===== src/hw/dei_pkg.sv =====
// Constants, register map and carrier types of the drive enable interlock
package dei_pkg;

    // Register offsets
    localparam logic [3:0] DEI_REG_CTRL = 4'h0;
    localparam logic [3:0] DEI_REG_STATUS = 4'h4;
    localparam logic [3:0] DEI_REG_IRQ_STAT = 4'h8;
    localparam logic [3:0] DEI_REG_IRQ_MASK = 4'hC;

    // Control register fields
    localparam int DEI_CTRL_GATE_LSB = 0;
    localparam int DEI_CTRL_START_BIT = 2;
    localparam int DEI_CTRL_ERR_CLR_BIT = 3;

    // Gating modes of the effective power-fail
    localparam logic [1:0] DEI_GATE_BOTH = 2'h0;
    localparam logic [1:0] DEI_GATE_DCLINK = 2'h1;
    localparam logic [1:0] DEI_GATE_MAINS = 2'h2;
    localparam logic [1:0] DEI_GATE_NONE = 2'h3;

    // Reset values
    localparam logic [1:0] DEI_GATE_RESET = DEI_GATE_BOTH;
    localparam logic [7:0] DEI_MASK_RESET = 8'h00;

    // Interrupt event bit positions
    localparam int DEI_EV_ESTOP_MAIN = 0;
    localparam int DEI_EV_ESTOP_DRIVE = 1;
    localparam int DEI_EV_POWER_FAIL = 2;
    localparam int DEI_EV_WATCHDOG = 3;
    localparam int DEI_EV_CTRL_ERR = 4;
    localparam int DEI_EV_ENABLE_LOST = 5;
    localparam int DEI_EV_ENABLE_GAINED = 6;
    localparam int DEI_EV_COUNT = 8;

    // Sampled external inputs
    typedef struct packed {
        logic estop_input_main;
        logic estop_input_drive;
        logic dclink_power_fail;
        logic mains_phase_fail;
        logic main_cpu_watchdog_ready;
        logic ctrl_error;
    } dei_inputs_type;

    // State of the block apart from the reset synchroniser
    typedef struct packed {
        logic [1:0] gate_mode;
        logic started;
        logic err_latched;
        logic effective_power_fail;
        logic drive_ready;
        logic drive_enable;
        logic pulse_inhibit_first;
        logic [DEI_EV_COUNT-1:0] irq_stat;
        logic [DEI_EV_COUNT-1:0] irq_mask;
        logic irq;
        logic [31:0] rdata;
        dei_inputs_type prev_in;
    } dei_state_type;

endpackage


===== src/hw/dei_interlock.sv =====
// Drive enable interlock with register port and interrupt
//
// Local design decisions: the address-and-strobe port and the register addresses.
`timescale 1ns/10ps
module dei_interlock
    import dei_pkg::*;
(
    // Clock and reset
    input wire logic clock,
    input wire logic arst_n,
    // External enabling inputs, low active except main_cpu_watchdog_ready, which is high active
    input wire logic estop_input_main_n,
    input wire logic estop_input_drive_n,
    input wire logic dclink_power_fail_n,
    input wire logic mains_phase_fail_n,
    input wire logic main_cpu_watchdog_ready,
    // Drive controller error indication, high active
    input wire logic ctrl_error,
    // Register port
    input wire logic [3:0] reg_addr,
    input wire logic [31:0] reg_wdata,
    input wire logic reg_write,
    input wire logic reg_read,
    output logic [31:0] reg_rdata,
    // Interlock outputs
    output logic effective_power_fail,
    output logic drive_ready,
    output logic drive_enable,
    output logic pulse_inhibit_first_n,
    output logic irq
);

    dei_state_type s_q;
    dei_state_type s_d;
    logic rst_n;
    logic [1:0] rst_sync_q;
    dei_inputs_type in_now;

    // Released reset copy
    assign rst_n = rst_sync_q[1];

    // Gather inputs in their native polarity
    assign in_now.estop_input_main = estop_input_main_n;
    assign in_now.estop_input_drive = estop_input_drive_n;
    assign in_now.dclink_power_fail = dclink_power_fail_n;
    assign in_now.mains_phase_fail = mains_phase_fail_n;
    assign in_now.main_cpu_watchdog_ready = main_cpu_watchdog_ready;
    assign in_now.ctrl_error = ctrl_error;

    // Effective power-fail, low means fail
    function automatic logic gate_pf(input logic [1:0] mode, input logic dc, input logic ac);
        logic r;
        r = 1'b1;
        case (mode)
            DEI_GATE_BOTH: r = dc & ac;
            DEI_GATE_DCLINK: r = dc;
            DEI_GATE_MAINS: r = ac;
            DEI_GATE_NONE: r = 1'b1;
            default: r = dc & ac;
        endcase
        return r;
    endfunction

    // Register write hit
    function automatic logic wr_hit(input logic we, input logic [3:0] a, input logic [3:0] off);
        return we && (a == off);
    endfunction

    // Next state
    always_comb
    begin
        logic [DEI_EV_COUNT-1:0] ev;
        logic pf;
        logic rdy;
        logic en;
        ev = '0;
        pf = 1'b0;
        rdy = 1'b0;
        en = 1'b0;
        s_d = s_q;
        s_d.prev_in = in_now;
        // Control register
        if (wr_hit(reg_write, reg_addr, DEI_REG_CTRL))
        begin
            s_d.gate_mode = reg_wdata[DEI_CTRL_GATE_LSB +: 2];
            s_d.started = reg_wdata[DEI_CTRL_START_BIT];
        end
        // Controller error stays until cleared with the source gone
        if (in_now.ctrl_error)
            s_d.err_latched = 1'b1;
        else if (wr_hit(reg_write, reg_addr, DEI_REG_CTRL) && reg_wdata[DEI_CTRL_ERR_CLR_BIT])
            s_d.err_latched = 1'b0;
        pf = gate_pf(s_q.gate_mode, in_now.dclink_power_fail, in_now.mains_phase_fail);
        rdy = s_q.started && !s_q.err_latched && !in_now.ctrl_error;
        // Every permit must be high
        en = in_now.estop_input_main
            && in_now.estop_input_drive
            && pf
            && in_now.main_cpu_watchdog_ready
            && rdy;
        s_d.effective_power_fail = pf;
        s_d.drive_ready = rdy;
        s_d.drive_enable = en;
        s_d.pulse_inhibit_first = !in_now.main_cpu_watchdog_ready;
        // Edge events: permits falling, controller error rising, enable falling or rising
        ev[DEI_EV_ESTOP_MAIN] = s_q.prev_in.estop_input_main && !in_now.estop_input_main;
        ev[DEI_EV_ESTOP_DRIVE] = s_q.prev_in.estop_input_drive && !in_now.estop_input_drive;
        ev[DEI_EV_POWER_FAIL] = s_q.effective_power_fail && !pf;
        ev[DEI_EV_WATCHDOG] = s_q.prev_in.main_cpu_watchdog_ready
            && !in_now.main_cpu_watchdog_ready;
        ev[DEI_EV_CTRL_ERR] = !s_q.prev_in.ctrl_error && in_now.ctrl_error;
        ev[DEI_EV_ENABLE_LOST] = s_q.drive_enable && !en;
        ev[DEI_EV_ENABLE_GAINED] = !s_q.drive_enable && en;
        // Sticky status, set wins over write-one-clear
        if (wr_hit(reg_write, reg_addr, DEI_REG_IRQ_STAT))
            s_d.irq_stat = s_q.irq_stat & ~reg_wdata[DEI_EV_COUNT-1:0];
        s_d.irq_stat = s_d.irq_stat | ev;
        if (wr_hit(reg_write, reg_addr, DEI_REG_IRQ_MASK))
            s_d.irq_mask = reg_wdata[DEI_EV_COUNT-1:0];
        s_d.irq = |(s_d.irq_stat & s_d.irq_mask);
        // Read data for the next cycle
        s_d.rdata = '0;
        if (reg_read)
        begin
            case (reg_addr)
                DEI_REG_CTRL: s_d.rdata = {28'h0, s_q.err_latched, s_q.started, s_q.gate_mode};
                DEI_REG_STATUS: s_d.rdata = {23'h0, s_q.drive_enable, s_q.drive_ready,
                    s_q.effective_power_fail, s_q.prev_in};
                DEI_REG_IRQ_STAT: s_d.rdata = {24'h0, s_q.irq_stat};
                DEI_REG_IRQ_MASK: s_d.rdata = {24'h0, s_q.irq_mask};
                default: s_d.rdata = '0;
            endcase
        end
    end

    // Reset synchroniser flops
    always_ff @(posedge clock or negedge arst_n)
    begin
        if (!arst_n)
            rst_sync_q <= 2'h0;
        else
            rst_sync_q <= {rst_sync_q[0], 1'b1};
    end

    // Remaining state on the released reset
    always_ff @(posedge clock or negedge rst_n)
    begin
        if (!rst_n)
        begin
            s_q.gate_mode <= DEI_GATE_RESET;
            s_q.started <= 1'b0;
            s_q.err_latched <= 1'b0;
            s_q.effective_power_fail <= 1'b0;
            s_q.drive_ready <= 1'b0;
            s_q.drive_enable <= 1'b0;
            s_q.pulse_inhibit_first <= 1'b1;
            s_q.irq_stat <= 8'h00;
            s_q.irq_mask <= DEI_MASK_RESET;
            s_q.irq <= 1'b0;
            s_q.rdata <= 32'h0000_0000;
            s_q.prev_in <= '0;
        end
        else
            s_q <= s_d;
    end

    // Outputs straight from flops, pulse_inhibit_first_n through an inverter
    assign reg_rdata = s_q.rdata;
    assign effective_power_fail = s_q.effective_power_fail;
    assign drive_ready = s_q.drive_ready;
    assign drive_enable = s_q.drive_enable;
    assign pulse_inhibit_first_n = !s_q.pulse_inhibit_first ? 1'b1 : 1'b0;
    assign irq = s_q.irq;

endmodule


===== config.mk =====
export PLATFORM = sky130hd
export DESIGN_NAME = dei_interlock
export DESIGN_NICKNAME = d
export VERILOG_FILES = /design/src/hw/dei_pkg.sv /design/src/hw/dei_interlock.sv
export SDC_FILE = /design/constraint.sdc
export NUM_CORES = 1
export LEC_CHECK = 0
export BUFFER_PORTS_ARGS = -buffer_cell sky130_fd_sc_hd__buf_2
export CAP_MARGIN = 20
export CORE_MARGIN = 1.5
export CORE_UTILIZATION = 45
export DETAILED_ROUTE_END_ITERATION = 16
export PLACE_DENSITY_LB_ADDON = 0.05
export REMOVE_ABC_BUFFERS = 1
export SETUP_SLACK_MARGIN = 0.4
export SYNTH_ARGS = -nofsm -noshare
export SYNTH_HDL_FRONTEND = slang
export SYNTH_SLANG_ARGS = --single-unit

===== constraint.sdc =====
create_clock -name clock -period 1.9 [get_ports clock]
set_clock_uncertainty 0.2 [all_clocks]
set_input_delay 0.095 -clock clock [delete_from_list [all_inputs] [get_ports clock]]
set_output_delay 0.095 -clock clock [all_outputs]
set_load 0.005 [all_outputs]

======== Word level (Yosys, flattened, before mapping) ========
Index checks and enable logic that the tools add are counted.
storage, ports and cells
  register bits after elaboration ......... 65
  latch bits .............................. 0
  bits in writable memories ............... 0
  ROM bits ................................ 0
  input port bits ......................... 46
  output and inout bits ................... 37
  word-level logic and storage cells ...... 67
  memories ................................ 0
operators by class
  add/sub/neg operators ................... 0
  $mul .................................... 0
  divide/modulo/power cells ............... 0
  magnitude comparators ................... 0
  equal/unequal tests ..................... 6
  shifts and indexed selects .............. 0
  multiplexer cells ....................... 8
  bitwise logic cells ..................... 5
  reduce and logical (&&, ||, !) cells .... 30
operator list
  operator                                              count
  case mux 9 bit (4 select lines)                       1
  logical AND 1 bit                                     17
  AND 8 bit                                             2
  two-way mux 8 bit                                     2
  zero test 1 bit                                       9
  two-way mux 9 bit                                     1
  equality test 4 bit (second input constant)           2
  inverter 8 bit                                        1
  bitwise OR 8 x 7 -> 8 bit                             1
  OR reduction 8 bit                                    1
  equality test 2 bit (second input constant)           2
  equality test 4 x 3 -> 1 bit (second input constant)  1
  zero test 4 bit                                       1
  case mux 1 bit (4 select lines)                       1
  two-way mux 1 bit                                     3
  equality test 2 x 1 -> 1 bit (second input constant)  1
  zero test 2 bit                                       1
  nonzero test 2 bit                                    1
  AND 1 bit                                             1

======== Longest topological paths before layout ========
  depth in word-level cells ............... 10
  gate-level depth with buffers ........... 6
  gate-level depth less buffers ........... 5

======== Worst setup path after synthesis ========
Ideal clock, no wire load.
  path type ............................... register -> register
  from .................................... register s_q[59] in the netlist's numbering
  to ...................................... register, netlist name irq
  setup time .............................. 0.139 ns
  data arrival time ....................... 1.569 ns
  data required time ...................... 1.561 ns
  slack ................................... -0.008 ns
  stages on the path, launching flop included .. 6
  path buffers ............................ 0
  period minus slack after synthesis ...... 1.908 ns
  path through ............................ dfrtp_1 -> nor3b_1 -> nand3_1 -> a22o_1 -> a22o_1 -> or4_1
RTL lines
  item         line                 RTL
  from (decl)  dei_interlock.sv:33  dei_state_type s_q;

==> impl_metrics.sql <==
INSERT INTO impl_metrics (metric_group, metric, value, unit) VALUES
('worst_setup_path', 'crit_type', 'flip-flop to flip-flop', ''),
('routing', 'final_ant_viol_nets', '0', ''),
('cells_and_area', 'fraction_of_final_layout_cells_with_drive_strength_greater_than_1', '0.331', ''),
('sta', 'rsz0062_at_grt', 'yes', ''),
('cells_and_area', 'n_antenna_cell', '0', ''),
('routing', 'total_length_of_routed_wires', '4.86', 'mm'),
('logic_synthesis', 'syn-instance-count', '192', ''),
('placement', 'numPortBuffers', '35', ''),
('pwr', 'power_leakage', '0.00129', 'uW'),
('logic_synthesis', 'async_flop_share', '1.00', ''),
('clock_network', 'cts_buffer_depth', '2', ''),
('routing', 'drc', '0', ''),
('global_routing', 'grt_start_max_net_pins', '41', ''),
('logic_synthesis', 'ys_ff_latch', '42', ''),
('clock_network', 'h-tree-depth', '2', ''),
('clock_network', 'ctsHoldBuffers', '16', ''),
('floorplanning', 'start_util', '0.473', ''),
('floorplanning', 'fp-row-count', '24', ''),
('worst_setup_path', 'critical_path.startpoint_type', 'flip-flop', ''),
('logic_synthesis', 'post_synth_num_cell_types', '38', ''),
('worst_setup_path', 'critPathCaptureType', 'flip-flop', ''),
('global_routing', 'grt_first_pass_wirelength', '8.07', 'mm'),
('routing', 'num_vias', '1596', ''),
('sta', 'final_period_minus_worst_setup_slack', '1.93', 'ns'),
('logic_synthesis', 'synth_top_flop_cell', 'sky130_fd_sc_hd__dfrtp_1', ''),
('floorplanning', 'dieArea', '5030', 'um2'),
('routing', 'avgRoutedWirePerCell', '15.6', 'um'),
('floorplanning', 'dieWidth', '70.9', 'um'),
('placement', 'placed_cells_incl_taps', '287', ''),
('sta', 'hold_ws', '-0.0762', 'ns'),
('status', 'violations_in_the_final_reports', 'hold timing, setup timing', ''),
('clock_network', 'cts_tree', 'done', ''),
('routing', 'drt_iter0_drc', '75', ''),
('run', 'maxcap_viol_count', '0', ''),
('floorplanning', 'floorplan.core_area', '4380', 'um2'),
('pwr', 'vdd_drop_max', '0.404', 'mV'),
('cells_and_area', 'most_common_library_cell_in_the_layout_ignoring_fill_and_taps', 'sky130_fd_sc_hd__dfrtp_1', ''),
('sta', 'hold_violations', '1', ''),
('cells_and_area', 'mostFrequentLayoutCells', 'sky130_fd_sc_hd__dfrtp_1, sky130_fd_sc_hd__buf_2, sky130_fd_sc_hd__buf_4', ''),
('cells_and_area', 'area_growth', '25.0', '%'),
('clock_network', 'clock_tree.root_cell', 'sky130_fd_sc_hd__clkbuf_8', ''),
('global_routing', 'gr-usage-all-layers', '0.207', ''),
('sta', 'finalSetupViolCount', '1', ''),
('routing', 'detail_route.vias_per_cell', '5.12', ''),
('logic_synthesis', 'ys_seq_area_frac', '0.507', ''),
('pwr', 'total_power', '2030', 'uW'),
('logic_synthesis', 'yosys_warnings', '0', ''),
('cells_and_area', 'nets', '305', ''),
('global_routing', 'vias_in_the_first_global_route', '1617', ''),
('placement', 'dpl.hpwl', '3.45', 'mm'),
('placement', 'place.gp.congestion', '0.961', ''),
('floorplanning', 'dieHeight', '70.9', 'um'),
('floorplanning', 'pin_count', '83', ''),
('routing', 'drt_pass1_iterations', '4', ''),
('worst_setup_path', 'crit_path_max_fanout', '2', ''),
('cells_and_area', 'fillcell_total', '403', ''),
('sta', 'final_ws_setup', '-0.0330', 'ns'),
('clock_network', 'clock-sinks', '42', ''),
('cells_and_area', 'final_cell_area', '2590', 'um2'),
('logic_synthesis', 'synth_area', '2070', 'um2'),
('worst_setup_path', 'cp.arrival', '1.92', 'ns'),
('clock_network', 'worst_skew_pair.late_latency', '0.30', 'ns'),
('status', 'outcome', 'finished with violations', ''),
('global_routing', 'grt_antenna_before_repair', '0', ''),
('sta', 'setup_total_negative_slack', '-0.0330', 'ns'),
('worst_setup_path', 'timing.critical_path.required', '1.88', 'ns'),
('placement', 'placedInstanceArea', '2310', 'um2'),
('sta', 'worstMarginPinSlew', '0.513', 'ns'),
('global_routing', 'globalRouteOverflowTotal', '0', ''),
('logic_synthesis', 'synth-edff-count', '0', ''),
('sta', 'achievable-frequency', '517', 'MHz'),
('sta', 'portion_of_the_clock_cycle_consumed_by_the_worst_path_in_the_final_layout', '1.02', ''),
('cells_and_area', 'final_cell_count_no_fill', '312', ''),
('sta', 'timing_max_transition_violations_final', '0', ''),
('logic_synthesis', 'syn-mean-instance-area', '10.8', 'um2'),
('worst_hold_path', 'worst_min_delay_path_category', 'input port to flip-flop', ''),
('clock_network', 'worst_setup_hold_path_clk_slew', '0.09', 'ns'),
('sta', 'max_slew_margin', '0.658', ''),
('clock_network', 'numCtsBuffers', '5', ''),
('pwr', 'power_per_cell_area', '782', 'nW/um2');
==> synthesized netlist by cell type (3+ instances only) <==
cell                        count  share of area
sky130_fd_sc_hd__nand3_1        5          0.012
sky130_fd_sc_hd__a2bb2oi_1      3          0.013
sky130_fd_sc_hd__o22ai_1        3         0.0090
sky130_fd_sc_hd__a21oi_1        6          0.014
sky130_fd_sc_hd__a21o_1         4          0.014
sky130_fd_sc_hd__nand3b_1       3          0.011
sky130_fd_sc_hd__a211oi_1       6          0.022
sky130_fd_sc_hd__mux2_2        12          0.065
sky130_fd_sc_hd__nor2b_1        3         0.0090
sky130_fd_sc_hd__and3_1         7          0.021
sky130_fd_sc_hd__buf_4         32           0.12
sky130_fd_sc_hd__inv_1         11          0.020
sky130_fd_sc_hd__and2_1         4          0.012
sky130_fd_sc_hd__clkbuf_1       4         0.0072
sky130_fd_sc_hd__dfrtp_1       41           0.49
sky130_fd_sc_hd__a22oi_1        4          0.014
sky130_fd_sc_hd__nand2_1        8          0.014
sky130_fd_sc_hd__nor2_1         9          0.016
==> path summary, 6_finish.rpt <==
path,startpoint,endpoint,slack (ns),cells after the start
setup / recovery,s_q[61],irq,-0.03,6
hold / removal,ctrl_error,drive_ready,-0.08,3
setup reg to reg,s_q[61],irq,-0.03,6
hold reg to reg,rst_sync_q[1],s_q[41],0.11,1
max in group asynchronous,arst_n,rst_sync_q[1],0.94,3
min in group asynchronous,rst_sync_q[1],s_q[41],0.11,1
==> layer usage <==
layer / GRT usage / wire length [um] / up-vias
li1: - / - / 744
met1: 0.279 / 2220 / 769
met2: 0.333 / 2280 / 76
met3: 0.0499 / 295 / 7
met4: 0.0650 / 68 / 0
met5: 0 / 0 / -
==> timing repair <==
item | in CTS | in global routing
gates resized for setup | 3 | 1
setup endpoints to repair | 1 | 1
buffers inserted | 0 | 1
pin swaps | 3 | 0
endpoints found under the hold margin | 27 | 1
==> registers in the layout, indices dropped and copies added (netlist names) <==
signal                flops
irq                       1
s_q                      27
effective_power_fail      1
reg_rdata                 9
drive_ready               1
rst_sync_q                2
drive_enable              1
==> layout make-up <==
type | instances | area, um2 | area share
sequential | 42 | 1050 | 0.406
clock buffer | 6 | 82.6 | 0.0319
timing repair buffer | 76 | 523 | 0.202
tap | 52 | 65.1 | 0.0251
multi-input combinational | 123 | 816 | 0.315
inverter | 11 | 41.3 | 0.0159
clock inverter | 2 | 12.5 | 0.00483
==> power breakdown <==
| part | leakage (uW) | switching (uW) | internal, uW |
|---|---|---|---|
| clock network | 0.0000472 | 316 | 292 |
| logic | 0.000735 | 180 | 209 |
| registers | 0.000509 | 52.3 | 978 |
| total | 0.00129 | 549 | 1480 |
==> cells by family after synthesis <==
logic type      synth area share
compound gates             0.136
buf+inv                    0.151
flops                      0.507
mux                       0.0820
other cells              0.00362
simple gates               0.120
==> critical path, cell delays in order, from the launching register on <==
cell and delay, ns:
sky130_fd_sc_hd__dfrtp_1 0.39, sky130_fd_sc_hd__o22a_1 0.27, sky130_fd_sc_hd__nand3_4 0.08, sky130_fd_sc_hd__buf_4 0.11, sky130_fd_sc_hd__a2bb2oi_2 0.14, sky130_fd_sc_hd__o22ai_1 0.09
sky130_fd_sc_hd__or4_1 0.52
==> stage by stage <==
stage | worst slack [ns] | utilization
finish | -0.0330 | 0.591
floorplan | -0.0965 | -
CTS | -0.0167 | 0.588
global placement | -0.118 | 0.526
global route | -0.147 | 0.591
detailed placement | -0.120 | 0.526
No activity file was read; power rests on OpenSTA's default activity.
